## src/design/ifeb_pkg.sv

```systemverilog
// Shared constants and types of the interrupt flag and enable bank.
// Assumes a single aclk domain; register offsets are word aligned.
package ifeb_pkg;

    // Register word indices; byte offset is four times the index
    localparam logic [3:0] IDX_EDGE = 4'h0;
    localparam logic [3:0] IDX_PRIM0 = 4'h1;
    localparam logic [3:0] IDX_GRP0 = 4'h5;
    localparam logic [3:0] IDX_STATUS = 4'hB;
    localparam logic [3:0] IDX_MASK = 4'hC;
    localparam logic [3:0] IDX_LAST = 4'hC;

    // Counts of registers and primary sources
    localparam int NUM_PRIM = 4;
    localparam int NUM_GRP = 6;
    localparam int NUM_SRC = 15;

    // Edge select field positions and the global enable bit
    localparam int EDGE_PIN0_LSB = 0;
    localparam int EDGE_PIN1_LSB = 2;
    localparam int GLOBAL_EN_BIT = 0;

    // Writable masks, where zeros read back as zero, and reset values
    localparam logic [7:0] EDGE_MASK = 8'h0F;
    localparam logic [7:0] PRIM0_MASK = 8'h7F;
    localparam logic [7:0] PRIM_MASK = 8'hFF;
    localparam logic [7:0] GRP_TIMER_MASK = 8'h33;
    localparam logic [7:0] GRP_FULL_MASK = 8'hFF;
    localparam logic [7:0] REG_RESET = 8'h00;
    localparam logic [14:0] SRC_RESET = 15'h0000;

    // Primary source positions in the flattened request vectors
    localparam int SRC_PIN0 = 0;
    localparam int SRC_PIN1 = 1;
    localparam int SRC_USB = 2;
    localparam int SRC_MF0 = 5;

    // AXI response codes
    localparam logic [1:0] RESP_OKAY = 2'h0;
    localparam logic [1:0] RESP_SLVERR = 2'h2;

    // Edge select encodings
    typedef enum logic [1:0] {
        EDGE_OFF = 2'h0,
        EDGE_RISE = 2'h1,
        EDGE_FALL = 2'h2,
        EDGE_BOTH = 2'h3
    } ifeb_edge_t;

    // Write channel states, Gray coded
    typedef enum logic [1:0] {
        WR_IDLE = 2'h0,
        WR_ADDR = 2'h1,
        WR_RESP = 2'h3,
        WR_DATA = 2'h2
    } ifeb_wr_state_t;

    // Event pulses of the directly wired primary sources
    typedef struct packed {
        logic usb;
        logic cp1;
        logic cp0;
        logic sim;
        logic spia;
        logic tb1;
        logic tb0;
    } ifeb_evt_t;

endpackage

```

## src/design/ifeb_bank.sv

```systemverilog
// Interrupt flag and enable bank with an AXI4-Lite register slave.
// Assumes event and pin inputs synchronous to aclk, one write and one
// read under way at a time.
// Contract
// - Pin 1 edge select at bits 3:2: off, rising, falling, both.
// - Pin 0 edge select at bits 1:0 with the same encoding.
// - Upper four bits of the edge select register read zero.
// - Top bit of primary control 0 reads zero.
// - Global interrupt enable sits at bit 0 of primary control 0.
// - Flags: 1 pending, 0 none; enables: 1 enabled, 0 disabled.
// - Control 0: usb flag 6, pin1 flag 5, pin0 flag 4, enables 3..1.
// - Control 1: group 1, group 0, comparator 1, 0 flags, then enables.
// - Control 2: serial, groups 4, 3, 2 flags, then matching enables.
// - Control 3: group 5, time bases 1, 0, spi-a flags, then enables.
// - Group 5: eeprom, adc, uart, low voltage flags, then enables.
// - Groups 0-3: compare A flag 5, P flag 4, enables 1 and 0.
// - Four primary, six group and one edge register in the map.
// - Every source has its own enable and, except global, a flag.
// - Events set sticky flags; a request needs the matching enable.
// - Global enable cleared suppresses every interrupt.
module ifeb_bank
    import ifeb_pkg::*;
#(
    parameter int ADDR_W = 12
) (
    input wire logic aclk,
    input wire logic aresetn,
    input wire logic [ADDR_W-1:0] awaddr,
    input wire logic [2:0] awprot,
    input wire logic awvalid,
    output logic awready,
    input wire logic [31:0] wdata,
    input wire logic [3:0] wstrb,
    input wire logic wvalid,
    output logic wready,
    output logic [1:0] bresp,
    output logic bvalid,
    input wire logic bready,
    input wire logic [ADDR_W-1:0] araddr,
    input wire logic [2:0] arprot,
    input wire logic arvalid,
    output logic arready,
    output logic [31:0] rdata,
    output logic [1:0] rresp,
    output logic rvalid,
    input wire logic rready,
    input wire logic ext_pin_0,
    input wire logic ext_pin_1,
    input wire ifeb_evt_t src_evt,
    input wire logic [NUM_GRP-1:0][3:0] grp_evt,
    output logic [NUM_SRC-1:0] cpu_req,
    output logic global_irq_en,
    output logic irq
);

    ifeb_wr_state_t wr_state;
    logic [ADDR_W-1:0] addr_q;
    logic [31:0] data_q;
    logic [3:0] strb_q;
    logic [ADDR_W-1:0] wr_addr;
    logic [31:0] wr_data;
    logic [3:0] wr_strb;
    logic wr_fire;
    logic [4:0] wr_dec;
    logic [4:0] rd_dec;
    logic [IDX_LAST:0] reg_we;
    logic [7:0] edge_sel;
    logic [7:0] prim [NUM_PRIM];
    logic [7:0] prim_set [NUM_PRIM];
    logic [7:0] grp [NUM_GRP];
    logic [NUM_GRP-1:0] grp_act;
    logic [NUM_SRC-1:0] pf;
    logic [NUM_SRC-1:0] pe;
    logic [NUM_SRC-1:0] src_set;
    logic [NUM_SRC-1:0] irq_status;
    logic [NUM_SRC-1:0] irq_mask;
    logic pin0_prev;
    logic pin1_prev;
    logic pin_armed;
    logic pin0_hit;
    logic pin1_hit;
    logic [31:0] next_rdata;

    // Address decode: bit 4 marks a mapped word, bits 3:0 its index
    function automatic logic [4:0] reg_index(input logic [ADDR_W-1:0] a);
        logic hit;
        hit = (a[ADDR_W-1:2] <= (ADDR_W-2)'(IDX_LAST));
        reg_index = {hit, a[5:2]};
    endfunction

    // Edge detector shared by both pins
    function automatic logic edge_hit(input logic [1:0] sel,
                                      input logic cur,
                                      input logic prev);
        logic rise;
        logic fall;
        rise = cur & ~prev;
        fall = ~cur & prev;
        case (sel)
            EDGE_RISE: edge_hit = rise;
            EDGE_FALL: edge_hit = fall;
            EDGE_BOTH: edge_hit = rise | fall;
            default: edge_hit = 1'b0;
        endcase
    endfunction

    // Writable bits of each group register
    function automatic logic [7:0] grp_mask(input int g);
        grp_mask = (g == NUM_GRP - 1) ? GRP_FULL_MASK : GRP_TIMER_MASK;
    endfunction

    // Write channel handshake; address and data may come in either order
    assign awready = (wr_state == WR_IDLE) || (wr_state == WR_DATA);
    assign wready = (wr_state == WR_IDLE) || (wr_state == WR_ADDR);
    assign wr_fire = (wr_state == WR_IDLE && awvalid && wvalid) ||
                     (wr_state == WR_ADDR && wvalid) ||
                     (wr_state == WR_DATA && awvalid);
    assign wr_addr = (wr_state == WR_ADDR) ? addr_q : awaddr;
    assign wr_data = (wr_state == WR_DATA) ? data_q : wdata;
    assign wr_strb = (wr_state == WR_DATA) ? strb_q : wstrb;
    assign wr_dec = reg_index(wr_addr);
    assign rd_dec = reg_index(araddr);

    // Write state machine
    always_ff @(posedge aclk) begin
        if (!aresetn) begin
            wr_state <= WR_IDLE;
        end else begin
            case (wr_state)
                WR_IDLE: begin
                    if (wr_fire) begin
                        wr_state <= WR_RESP;
                    end else if (awvalid) begin
                        wr_state <= WR_ADDR;
                    end else if (wvalid) begin
                        wr_state <= WR_DATA;
                    end
                end
                WR_ADDR: begin
                    if (wvalid) begin
                        wr_state <= WR_RESP;
                    end
                end
                WR_DATA: begin
                    if (awvalid) begin
                        wr_state <= WR_RESP;
                    end
                end
                WR_RESP: begin
                    if (bready) begin
                        wr_state <= WR_IDLE;
                    end
                end
                default: wr_state <= WR_IDLE;
            endcase
        end
    end

    // Hold whichever half of a write arrived first
    always_ff @(posedge aclk) begin
        if (!aresetn) begin
            addr_q <= '0;
            data_q <= 32'h0000_0000;
            strb_q <= 4'h0;
        end else begin
            if (awvalid && awready) begin
                addr_q <= awaddr;
            end
            if (wvalid && wready) begin
                data_q <= wdata;
                strb_q <= wstrb;
            end
        end
    end

    // Write response; unmapped words answer with a slave error
    always_ff @(posedge aclk) begin
        if (!aresetn) begin
            bvalid <= 1'b0;
            bresp <= RESP_OKAY;
        end else if (wr_fire) begin
            bvalid <= 1'b1;
            bresp <= wr_dec[4] ? RESP_OKAY : RESP_SLVERR;
        end else if (bready) begin
            bvalid <= 1'b0;
        end
    end

    // Per-register write enables, byte lane 0 only for 8-bit words
    always_comb begin
        reg_we = '0;
        if (wr_fire && wr_dec[4] && wr_strb[0]) begin
            reg_we[wr_dec[3:0]] = 1'b1;
        end
    end

    // Pin history; arming avoids a false edge right after reset
    always_ff @(posedge aclk) begin
        if (!aresetn) begin
            pin0_prev <= 1'b0;
            pin1_prev <= 1'b0;
            pin_armed <= 1'b0;
        end else begin
            pin0_prev <= ext_pin_0;
            pin1_prev <= ext_pin_1;
            pin_armed <= 1'b1;
        end
    end

    assign pin1_hit = pin_armed &&
        edge_hit(edge_sel[EDGE_PIN1_LSB+:2], ext_pin_1, pin1_prev);
    assign pin0_hit = pin_armed &&
        edge_hit(edge_sel[EDGE_PIN0_LSB+:2], ext_pin_0, pin0_prev);

    // Edge select register; upper nibble is not stored
    always_ff @(posedge aclk) begin
        if (!aresetn) begin
            edge_sel <= REG_RESET;
        end else if (reg_we[IDX_EDGE]) begin
            edge_sel <= wr_data[7:0] & EDGE_MASK;
        end
    end

    // Group activity feeds the primary group flags
    always_comb begin
        for (int g = 0; g < NUM_GRP; g++) begin
            grp_act[g] = |(grp[g][7:4] & grp[g][3:0]);
        end
    end

    // Flag set terms at their bit positions, upper nibbles only
    assign prim_set[0] = {1'b0, src_evt.usb, pin1_hit, pin0_hit,
                          4'h0};
    assign prim_set[1] = {grp_act[1], grp_act[0], src_evt.cp1,
                          src_evt.cp0, 4'h0};
    assign prim_set[2] = {src_evt.sim, grp_act[4], grp_act[3],
                          grp_act[2], 4'h0};
    assign prim_set[3] = {grp_act[5], src_evt.tb1, src_evt.tb0,
                          src_evt.spia, 4'h0};

    // Primary registers; a set in the write cycle wins over the clear
    for (genvar r = 0; r < NUM_PRIM; r++) begin : g_prim
        localparam logic [7:0] WMASK = (r == 0) ? PRIM0_MASK : PRIM_MASK;
        always_ff @(posedge aclk) begin
            if (!aresetn) begin
                prim[r] <= REG_RESET;
            end else if (reg_we[IDX_PRIM0 + 4'(r)]) begin
                prim[r] <= (wr_data[7:0] & WMASK) | prim_set[r];
            end else begin
                prim[r] <= prim[r] | prim_set[r];
            end
        end
    end

    // Group registers; timer groups and group 4 keep only bits 5,4,1,0
    for (genvar g = 0; g < NUM_GRP; g++) begin : g_grp
        logic [7:0] gset;
        assign gset = {grp_evt[g], 4'h0} & grp_mask(g);
        always_ff @(posedge aclk) begin
            if (!aresetn) begin
                grp[g] <= REG_RESET;
            end else if (reg_we[IDX_GRP0 + 4'(g)]) begin
                grp[g] <= (wr_data[7:0] & grp_mask(g)) | gset;
            end else begin
                grp[g] <= grp[g] | gset;
            end
        end
    end

    // Flattened primary flags and enables, same order in both
    assign pf = {prim[3][7:4], prim[2][7:4], prim[1][7:4],
                 prim[0][6:4]};
    assign pe = {prim[3][3:0], prim[2][3:0], prim[1][3:0], prim[0][3:1]};
    assign src_set = {prim_set[3][7:4], prim_set[2][7:4],
                      prim_set[1][7:4], prim_set[0][6:4]};
    assign global_irq_en = prim[0][GLOBAL_EN_BIT];

    // Requests to the core need flag, enable and the global enable
    assign cpu_req = pf & pe & {NUM_SRC{global_irq_en}};

    // Sticky event status, write one to clear, set wins
    always_ff @(posedge aclk) begin
        if (!aresetn) begin
            irq_status <= SRC_RESET;
        end else begin
            for (int i = 0; i < NUM_SRC; i++) begin
                if (src_set[i]) begin
                    irq_status[i] <= 1'b1;
                end else if (wr_fire && wr_dec[4] &&
                             wr_dec[3:0] == IDX_STATUS &&
                             wr_strb[i / 8] && wr_data[i]) begin
                    irq_status[i] <= 1'b0;
                end
            end
        end
    end

    // Interrupt mask, two byte lanes
    always_ff @(posedge aclk) begin
        if (!aresetn) begin
            irq_mask <= SRC_RESET;
        end else if (wr_fire && wr_dec[4] && wr_dec[3:0] == IDX_MASK) begin
            for (int i = 0; i < NUM_SRC; i++) begin
                if (wr_strb[i / 8]) begin
                    irq_mask[i] <= wr_data[i];
                end
            end
        end
    end

    // Level interrupt, also held off by the global enable
    assign irq = global_irq_en && |(irq_status & irq_mask);

    // Read mux; unimplemented bits are zero
    always_comb begin
        next_rdata = 32'h0000_0000;
        case (rd_dec[3:0])
            IDX_EDGE: next_rdata[7:0] = edge_sel;
            IDX_STATUS: next_rdata[NUM_SRC-1:0] = irq_status;
            IDX_MASK: next_rdata[NUM_SRC-1:0] = irq_mask;
            default: begin
                if (rd_dec[3:0] >= IDX_PRIM0 && rd_dec[3:0] < IDX_GRP0) begin
                    next_rdata[7:0] = prim[2'(rd_dec[3:0] - IDX_PRIM0)];
                end else if (rd_dec[4]) begin
                    next_rdata[7:0] = grp[3'(rd_dec[3:0] - IDX_GRP0)];
                end
            end
        endcase
        if (!rd_dec[4]) begin
            next_rdata = 32'h0000_0000;
        end
    end

    // Read channel, one cycle after the address is taken
    assign arready = !rvalid;
    always_ff @(posedge aclk) begin
        if (!aresetn) begin
            rvalid <= 1'b0;
            rdata <= 32'h0000_0000;
            rresp <= RESP_OKAY;
        end else if (arvalid && arready) begin
            rvalid <= 1'b1;
            rdata <= next_rdata;
            rresp <= rd_dec[4] ? RESP_OKAY : RESP_SLVERR;
        end else if (rready) begin
            rvalid <= 1'b0;
        end
    end

    // Checks
    chk_pin1_rise_set: assert property (@(posedge aclk) disable iff (!aresetn)
        pin_armed && edge_sel[3:2] == EDGE_RISE && ext_pin_1 && !pin1_prev
        |=> pf[SRC_PIN1])
        else $error("pin 1 rising edge did not set its flag");
    chk_pin0_fall_set: assert property (@(posedge aclk) disable iff (!aresetn)
        pin_armed && edge_sel[1:0] == EDGE_FALL && !ext_pin_0 && pin0_prev
        |=> pf[SRC_PIN0])
        else $error("pin 0 falling edge did not set its flag");
    chk_edge_upper_zero: assert property (@(posedge aclk)
        disable iff (!aresetn)
        arvalid && arready && rd_dec == {1'b1, IDX_EDGE}
        |=> rvalid && rdata[31:4] == 28'h0)
        else $error("edge select upper bits read nonzero");
    chk_ctrl0_top_zero: assert property (@(posedge aclk)
        disable iff (!aresetn)
        arvalid && arready && rd_dec == {1'b1, IDX_PRIM0}
        |=> rdata[31:7] == 25'h0)
        else $error("primary control 0 bit 7 read nonzero");
    chk_global_gate: assert property (@(posedge aclk) disable iff (!aresetn)
        !prim[0][0] |-> !irq && cpu_req == '0)
        else $error("interrupt seen with global enable clear");
    chk_req_needs_en: assert property (@(posedge aclk) disable iff (!aresetn)
        cpu_req[SRC_USB] == (prim[0][6] && prim[0][3] && prim[0][0]) &&
        cpu_req[SRC_PIN0] == (prim[0][4] && prim[0][1] && prim[0][0]))
        else $error("request does not follow flag and enable");
    chk_flag_sticky: assert property (@(posedge aclk) disable iff (!aresetn)
        pf[SRC_USB] && !reg_we[IDX_PRIM0] |=> pf[SRC_USB])
        else $error("usb flag dropped without a write");
    chk_set_wins: assert property (@(posedge aclk) disable iff (!aresetn)
        src_evt.usb && reg_we[IDX_PRIM0] |=> pf[SRC_USB])
        else $error("usb event lost under a clearing write");
    chk_group_raise: assert property (@(posedge aclk) disable iff (!aresetn)
        grp[0][5] && grp[0][1] |=> pf[SRC_MF0])
        else $error("group 0 activity did not raise its flag");
    chk_group_unused: assert property (@(posedge aclk)
        disable iff (!aresetn)
        (grp[4] & ~GRP_TIMER_MASK) == 8'h00 &&
        (grp[0] & ~GRP_TIMER_MASK) == 8'h00)
        else $error("unimplemented group bits set");
    chk_write_answer: assert property (@(posedge aclk)
        disable iff (!aresetn)
        wr_fire |=> bvalid && (bresp == RESP_OKAY) == $past(wr_dec[4]))
        else $error("write response missing or wrong");

endmodule

```

## config.mk

```make
export PLATFORM = sky130hd
export DESIGN_NAME = ifeb_bank
export DESIGN_NICKNAME = d
export VERILOG_FILES = /design/src/design/ifeb_pkg.sv /design/src/design/ifeb_bank.sv
export SDC_FILE = /design/constraint.sdc
export NUM_CORES = 1
export LEC_CHECK = 0
export BUFFER_PORTS_ARGS = -buffer_cell sky130_fd_sc_hd__buf_4
export CORE_AREA = 2 2 142 144
export DETAILED_ROUTE_END_ITERATION = 16
export DIE_AREA = 0 0 144 146
export PLACE_DENSITY = 0.71
export SYNTH_ARGS = -nofsm -noshare
export SYNTH_HDL_FRONTEND = slang
export SYNTH_SLANG_ARGS = --single-unit
```

## constraint.sdc

```tcl
create_clock -name aclk -period 4.7 [get_ports aclk]
set_clock_uncertainty 0.15 [all_clocks]
set_input_delay 0.94 -clock aclk [delete_from_list [all_inputs] [get_ports aclk]]
set_output_delay 0.94 -clock aclk [all_outputs]
set_load 0.03 [all_outputs]
```

== Yosys cells after proc, flatten, opt, wreduce, memory -nomap -nowiden ==
Memories as Yosys holds them, arrays and structs flattened.
Cells that the tools add are included.
Cells by class
  add/sub/neg operators: 2
  multipliers: 0
  divide/modulo/power cells: 0
  order comparisons: 6
  equal/unequal tests: 17
  shift operators: 0
  muxes and demuxes: 137
  bitwise logic cells: 59
  reduce and logical (&&, ||, !) cells: 67
Operator list (number)
  8-bit 2-to-1 mux: 21
  1-bit 2-to-1 mux: 97
  8-bit OR: 8
  15-bit AND: 3
  8-bit by 6-bit OR with 8-bit output: 5
  2-bit nonzero test: 17
  1-bit logical AND: 33
  15-bit 2-to-1 mux: 2
  6-bit OR: 5
  4-bit AND: 6
  8-bit case mux with 3 select lines: 1
  4-bit OR reduction: 6
  1-bit OR: 22
  10-bit by 4-bit <= comparator with 1-bit output, second input constant: 2
  2-bit 2-to-1 mux: 9
  4-bit == test, second input constant: 4
  15-bit OR reduction: 1
  7-bit case mux with 2 select lines: 1
  2-bit == test, second input constant: 6
  12-bit 2-to-1 mux: 1
  11-bit 2-to-1 mux: 1
  4-bit by 1-bit >= comparator with 1-bit output, second input constant: 2
  8-bit by 7-bit OR with 8-bit output: 1
  2-bit case mux with 4 select lines: 1
  other kinds (18): 33
Word-level totals
  register bits: 106
  bits in latches: 0
  memory bits (writable): 80
  ROM bits: 0
  output and inout port bits: 58
  logic and storage cells: 320
  memories: 2
Memories
  grp: words 6, bits a word 8, rd ports 7, clocked after memory_dff 0, wr ports 6, line ifeb_bank.sv:70  | logic [7:0] grp [NUM_GRP];
  prim: words 4, bits a word 8, rd ports 5, clocked after memory_dff 0, wr ports 4, line ifeb_bank.sv:68  | logic [7:0] prim [NUM_PRIM];

== Depth between registers and ports, before layout ==
  depth after elaboration: 13
  gate-level depth with buffers: 11

== Least setup slack after synthesis ==
Ideal clock, no wire load.
  path kind: input port to flip-flop
  start: input port araddr[2]
  end: register rdata[2]
  setup time: 0.117 ns
  data arrival time: 3.239 ns
  path slack: 1.193 ns
  stages on the path: 10
  cells stage by stage: clkbuf_1 buf_2 inv_1 ha_1 buf_2 buf_1 mux2_2 nand3_1 o211ai_1 a32o_1
On the way
  longest elaborated chain between the ends: 5
  elaborated cells between the ends (all ways): 14
  those cells by class: add/sub (2); order compare (3); eq/ne (2); mux (3); reduce/logical (2); memory (2)
Ends and longest elaborated chain
  start, declared: line ifeb_bank.sv:39  | input wire logic [ADDR_W-1:0] araddr,
  3-bit subtractor, or another cell as far along: line ifeb_bank.sv:325  | next_rdata[7:0] = grp[3'(rd_dec[3:0] - IDX_GRP0)];
  memory 6 x 8 bit, or another cell as far along
  8-bit 2-to-1 mux: line ifeb_bank.sv:322  | if (rd_dec[3:0] >= IDX_PRIM0 && rd_dec[3:0] < IDX_GRP0) begin
  8-bit case mux with 3 select lines: line ifeb_bank.sv:317  | case (rd_dec[3:0])
  15-bit 2-to-1 mux (*): line ifeb_bank.sv:329  | if (!rd_dec[4]) begin
  end signal, assigned: line ifeb_bank.sv:343  | rdata <= next_rdata;
  end, declared: line ifeb_bank.sv:43  | output logic [31:0] rdata,
Every way passes the cells marked *; elsewhere a longest branch is shown, timed or not.
A chain may end at the register's enable or synchronous reset.

==> qor.csv <==
stage,metric,value,unit
status,status,finished clean,
cts,clk_latency,440,ps
cts,cts_hold_buffers,0,
placed_design,port_buffers,105,
synth,ys_seq_area_frac,0.452,
layout,stdcell_count,1207,
die,rows,51,
timing,timing.final.crit_share,0.724,
drt,wl_met1,9.12,mm
critical_path,r2r-start,wr_state[0],
power,leakage,3.65,nW
synth,yosys.area.top_type_share,0.231,
timing,fin_setup_tns,0,ps
cts,post_cts_buffers,0,
drt,met3_length,1.76,mm
die,initial_core_util,0.397,
drt,wl_met2,10.6,mm
critical_path,critPathTopFamily,simple AND/OR/NAND/NOR gates,
synth,synth_compound_area_frac,0.208,
power,total_power,3.76,mW
timing,finalMaxSlewViolations,0,
worst_hold_path,hold_path.class,register to register,
global_routing,grt_max_degree,70,
critical_path,crit_arrival,3430,ps
global_routing,grt_pass1_vias,6392,
die,dieHeight,146,um
placed_design,dp_cells,1175,
power,irDropWorstVdd,0.274,mV
synth,yosys.area_share.simple,0.175,
cts,cts_tree,yes,
critical_path,slowest_stage,ha_1,
critical_path,cpPeakStageDelay,670,ps
drt,vias,6708,
drt,ant_nets,0,
power,powerDensity,402,nW/um^2
cts,cts_made_buffers,17,
cts,htreeDepth,4,
die,die-area,21000,um^2
critical_path,crit_type,register to register,
critical_path,end_kind,register,
synth,syn_inst,812,
critical_path,cp_max_fo,23,
synth,synth_top_family_by_area,compound AO/OA/AOI/OAI gates,
synth,synth_edf_count,59,
synth,async_flop_share,0,
cts,clock-sinks,144,
synth,synthAdderAreaFrac,0.0195,
drt,wirelength,22.3,mm
timing,setup_viol,0,
timing,finalHoldViolCount,0,
drt,viasPerCell,5.56,
timing,worst_pin_slew,909,ps
synth,synth_ff_type,dfxtp_1,
timing,fin_crit,3400,ps
timing,fmax,294,MHz
layout,diodes,0,
drt,avgRoutedWirePerCell,18.4,um
drt,drtPass1Iterations,5,
synth,ys_top_cells_by_area,"edfxtp_1, dfxtp_1, nand2_1, nor2_1, mux2_2",
drt,remaining_drc_errors,0,
critical_path,crit_start,wr_state[0],
drt,drt_iter0_markers,630,
drt,highest_layer,met4,
global_routing,overflow,0,
placed_design,place_congestion,0.854,
critical_path,crit_required,4730,ps
synth,synthXorXnorAreaFrac,0,
die,die_w,144,um
global_routing,antenna_found_initial,0,
critical_path,start_kind,register,
synth,ys_types,65,
placed_design,hpwlAfterDp,16.1,mm
synth,ys_ff_latch,144,
worst_hold_path,holdCritStartpoint,data_q[1],
job,drv_cap,0,
layout,syn_to_final_growth,21.6,%
layout,finalCoreUtilization,0.483,
cts,post_cts_resized,0,
layout,drive_gt1_frac,0.207,
cts,cts_buffer_depth,2,
die,core,19300,um^2
global_routing,grt_use_total,0.216,
critical_path,critPathBufInv,0,
synth,yosysWarningCount,0,
cts,cts_root_buffer,clkbuf_16,
die,io-pin-count,164,
synth,synth_area,7680,um^2
layout,n_fill_cell,1833,
timing,rsz0062_at_grt,false,
synth,synthMuxAreaShare,0.0862,
cts,path_clk_slew,60,ps
layout,nets,1047,
synth,syn-mean-instance-area,9.46,um^2
timing,maxSlewHeadroom,0.392,
global_routing,grt_pass1_wl,34.8,mm
synth,synth_top_area_cell,edfxtp_1,
critical_path,cp_cell_sequence,ha_1 -> nor3b_2 -> a211o_1 -> o21ai_1 -> or3_1 -> o311a_1,
## through the flow
| step | hold slack (ps) | setup slack (ps) | cell area (um^2) |
|---|---|---|---|
| final | 305 | 1300 | 9340 |
| after global routing | 325 | 1090 | 9340 |
| after floorplan | 283 | 1190 | 7860 |
| after detailed placement | 296 | 1130 | 8710 |
| after global placement | 288 | 1200 | 8710 |
| after CTS | 304 | 1340 | 9340 |
## worst reg2reg max path: cells and delay by family (launching register included)
family                     cells  cell delay (ps)
and+or+nand+nor                2             1050
AOI/OAI and AO/OA              3              860
adders and majority gates      1              670
DFF                            1              410
## synthesized netlist by cell type (all sizes together), types with 4 or more instances
cell type  instances
o311a             14
mux2i             20
a32oi              6
o211ai             5
or2                6
and2              12
mux2              25
nor2b             11
a22oi             22
nand2b             5
a211oi            32
nand3b             4
nand2             91
nand3             12
dfxtp             85
o31ai              5
mux4               8
a31oi              7
ha                12
nor3              19
a22o              12
o21ai             52
inv               27
and3              17
edfxtp            59
nor4               7
a21oi             53
buf               34
nor3b              5
or3                7
nor2              77
clkbuf            29
## sequential cells by signal (all words and copies together), names as in the netlist, 2 cells and up
| name | cells |
|---|---|
| wr_state | 2 |
| strb_q | 2 |
| irq_status | 15 |
| edge_sel | 4 |
| data_q | 15 |
| prim | 31 |
| grp | 28 |
| rdata | 15 |
| irq_mask | 15 |
| addr_q | 10 |
## routing by layer
metal,up-vias,track usage
met3,46,0.0444
met4,0,0.0838
met1,3166,0.278
met2,315,0.354
li1,3181,-
met5,-,0
## layout by cell type, fill, tap and decap left out, types with 7 or more instances in the layout
cell	count
a22o_1	12
mux2i_1	20
dfxtp_1	85
inv_1	26
nor3_1	18
a211oi_1	29
clkbuf_16	20
nor2b_1	11
o21ai_0	48
nor2_1	77
a22oi_1	20
o311a_1	14
edfxtp_1	59
conb_1	48
mux4_2	8
and3_1	17
ha_1	12
a21oi_1	52
nand3_1	12
a31oi_1	7
nand2_1	89
buf_4	115
or3_1	7
and2_1	12
mux2_2	25
## power by group
group | switching, mW | total [mW] | internal (mW)
Combinational | 0.540 | 0.843 | 0.304
Sequential | 0.0714 | 1.47 | 1.40
Clock | 0.548 | 1.44 | 0.894
Total | 1.16 | 3.76 | 2.60
## kinds of logic after synthesis
logic type                 count (synthesis)
AOI/OAI and AO/OA                        232
DFF                                      144
and+or+nand+nor                          279
muxes                                     53
adders and majority gates                 12
other                                      2
buffers and inverters                     90
## cell type report
class	instances	area [um^2]	share of cell area
clock inverter	10	116	0.0125
multi-input combinational	624	3940	0.422
sequential	144	3470	0.372
clock buffer	22	518	0.0554
timing repair buffer	115	863	0.0924
tap	265	332	0.0355
inverter	27	101	0.0108
## path summary, 6_finish.rpt
| check | depth (start not counted) | end | slack (ps) |
|---|---|---|---|
| worst max-delay path | 6 | prim[1][7] | 1300 |
| worst min-delay path | 2 | data_q[1] | 310 |
| worst max register to register | 6 | prim[1][7] | 1300 |
| worst min register to register | 2 | data_q[1] | 310 |
Note: power is estimated with default switching activity, not from simulation.
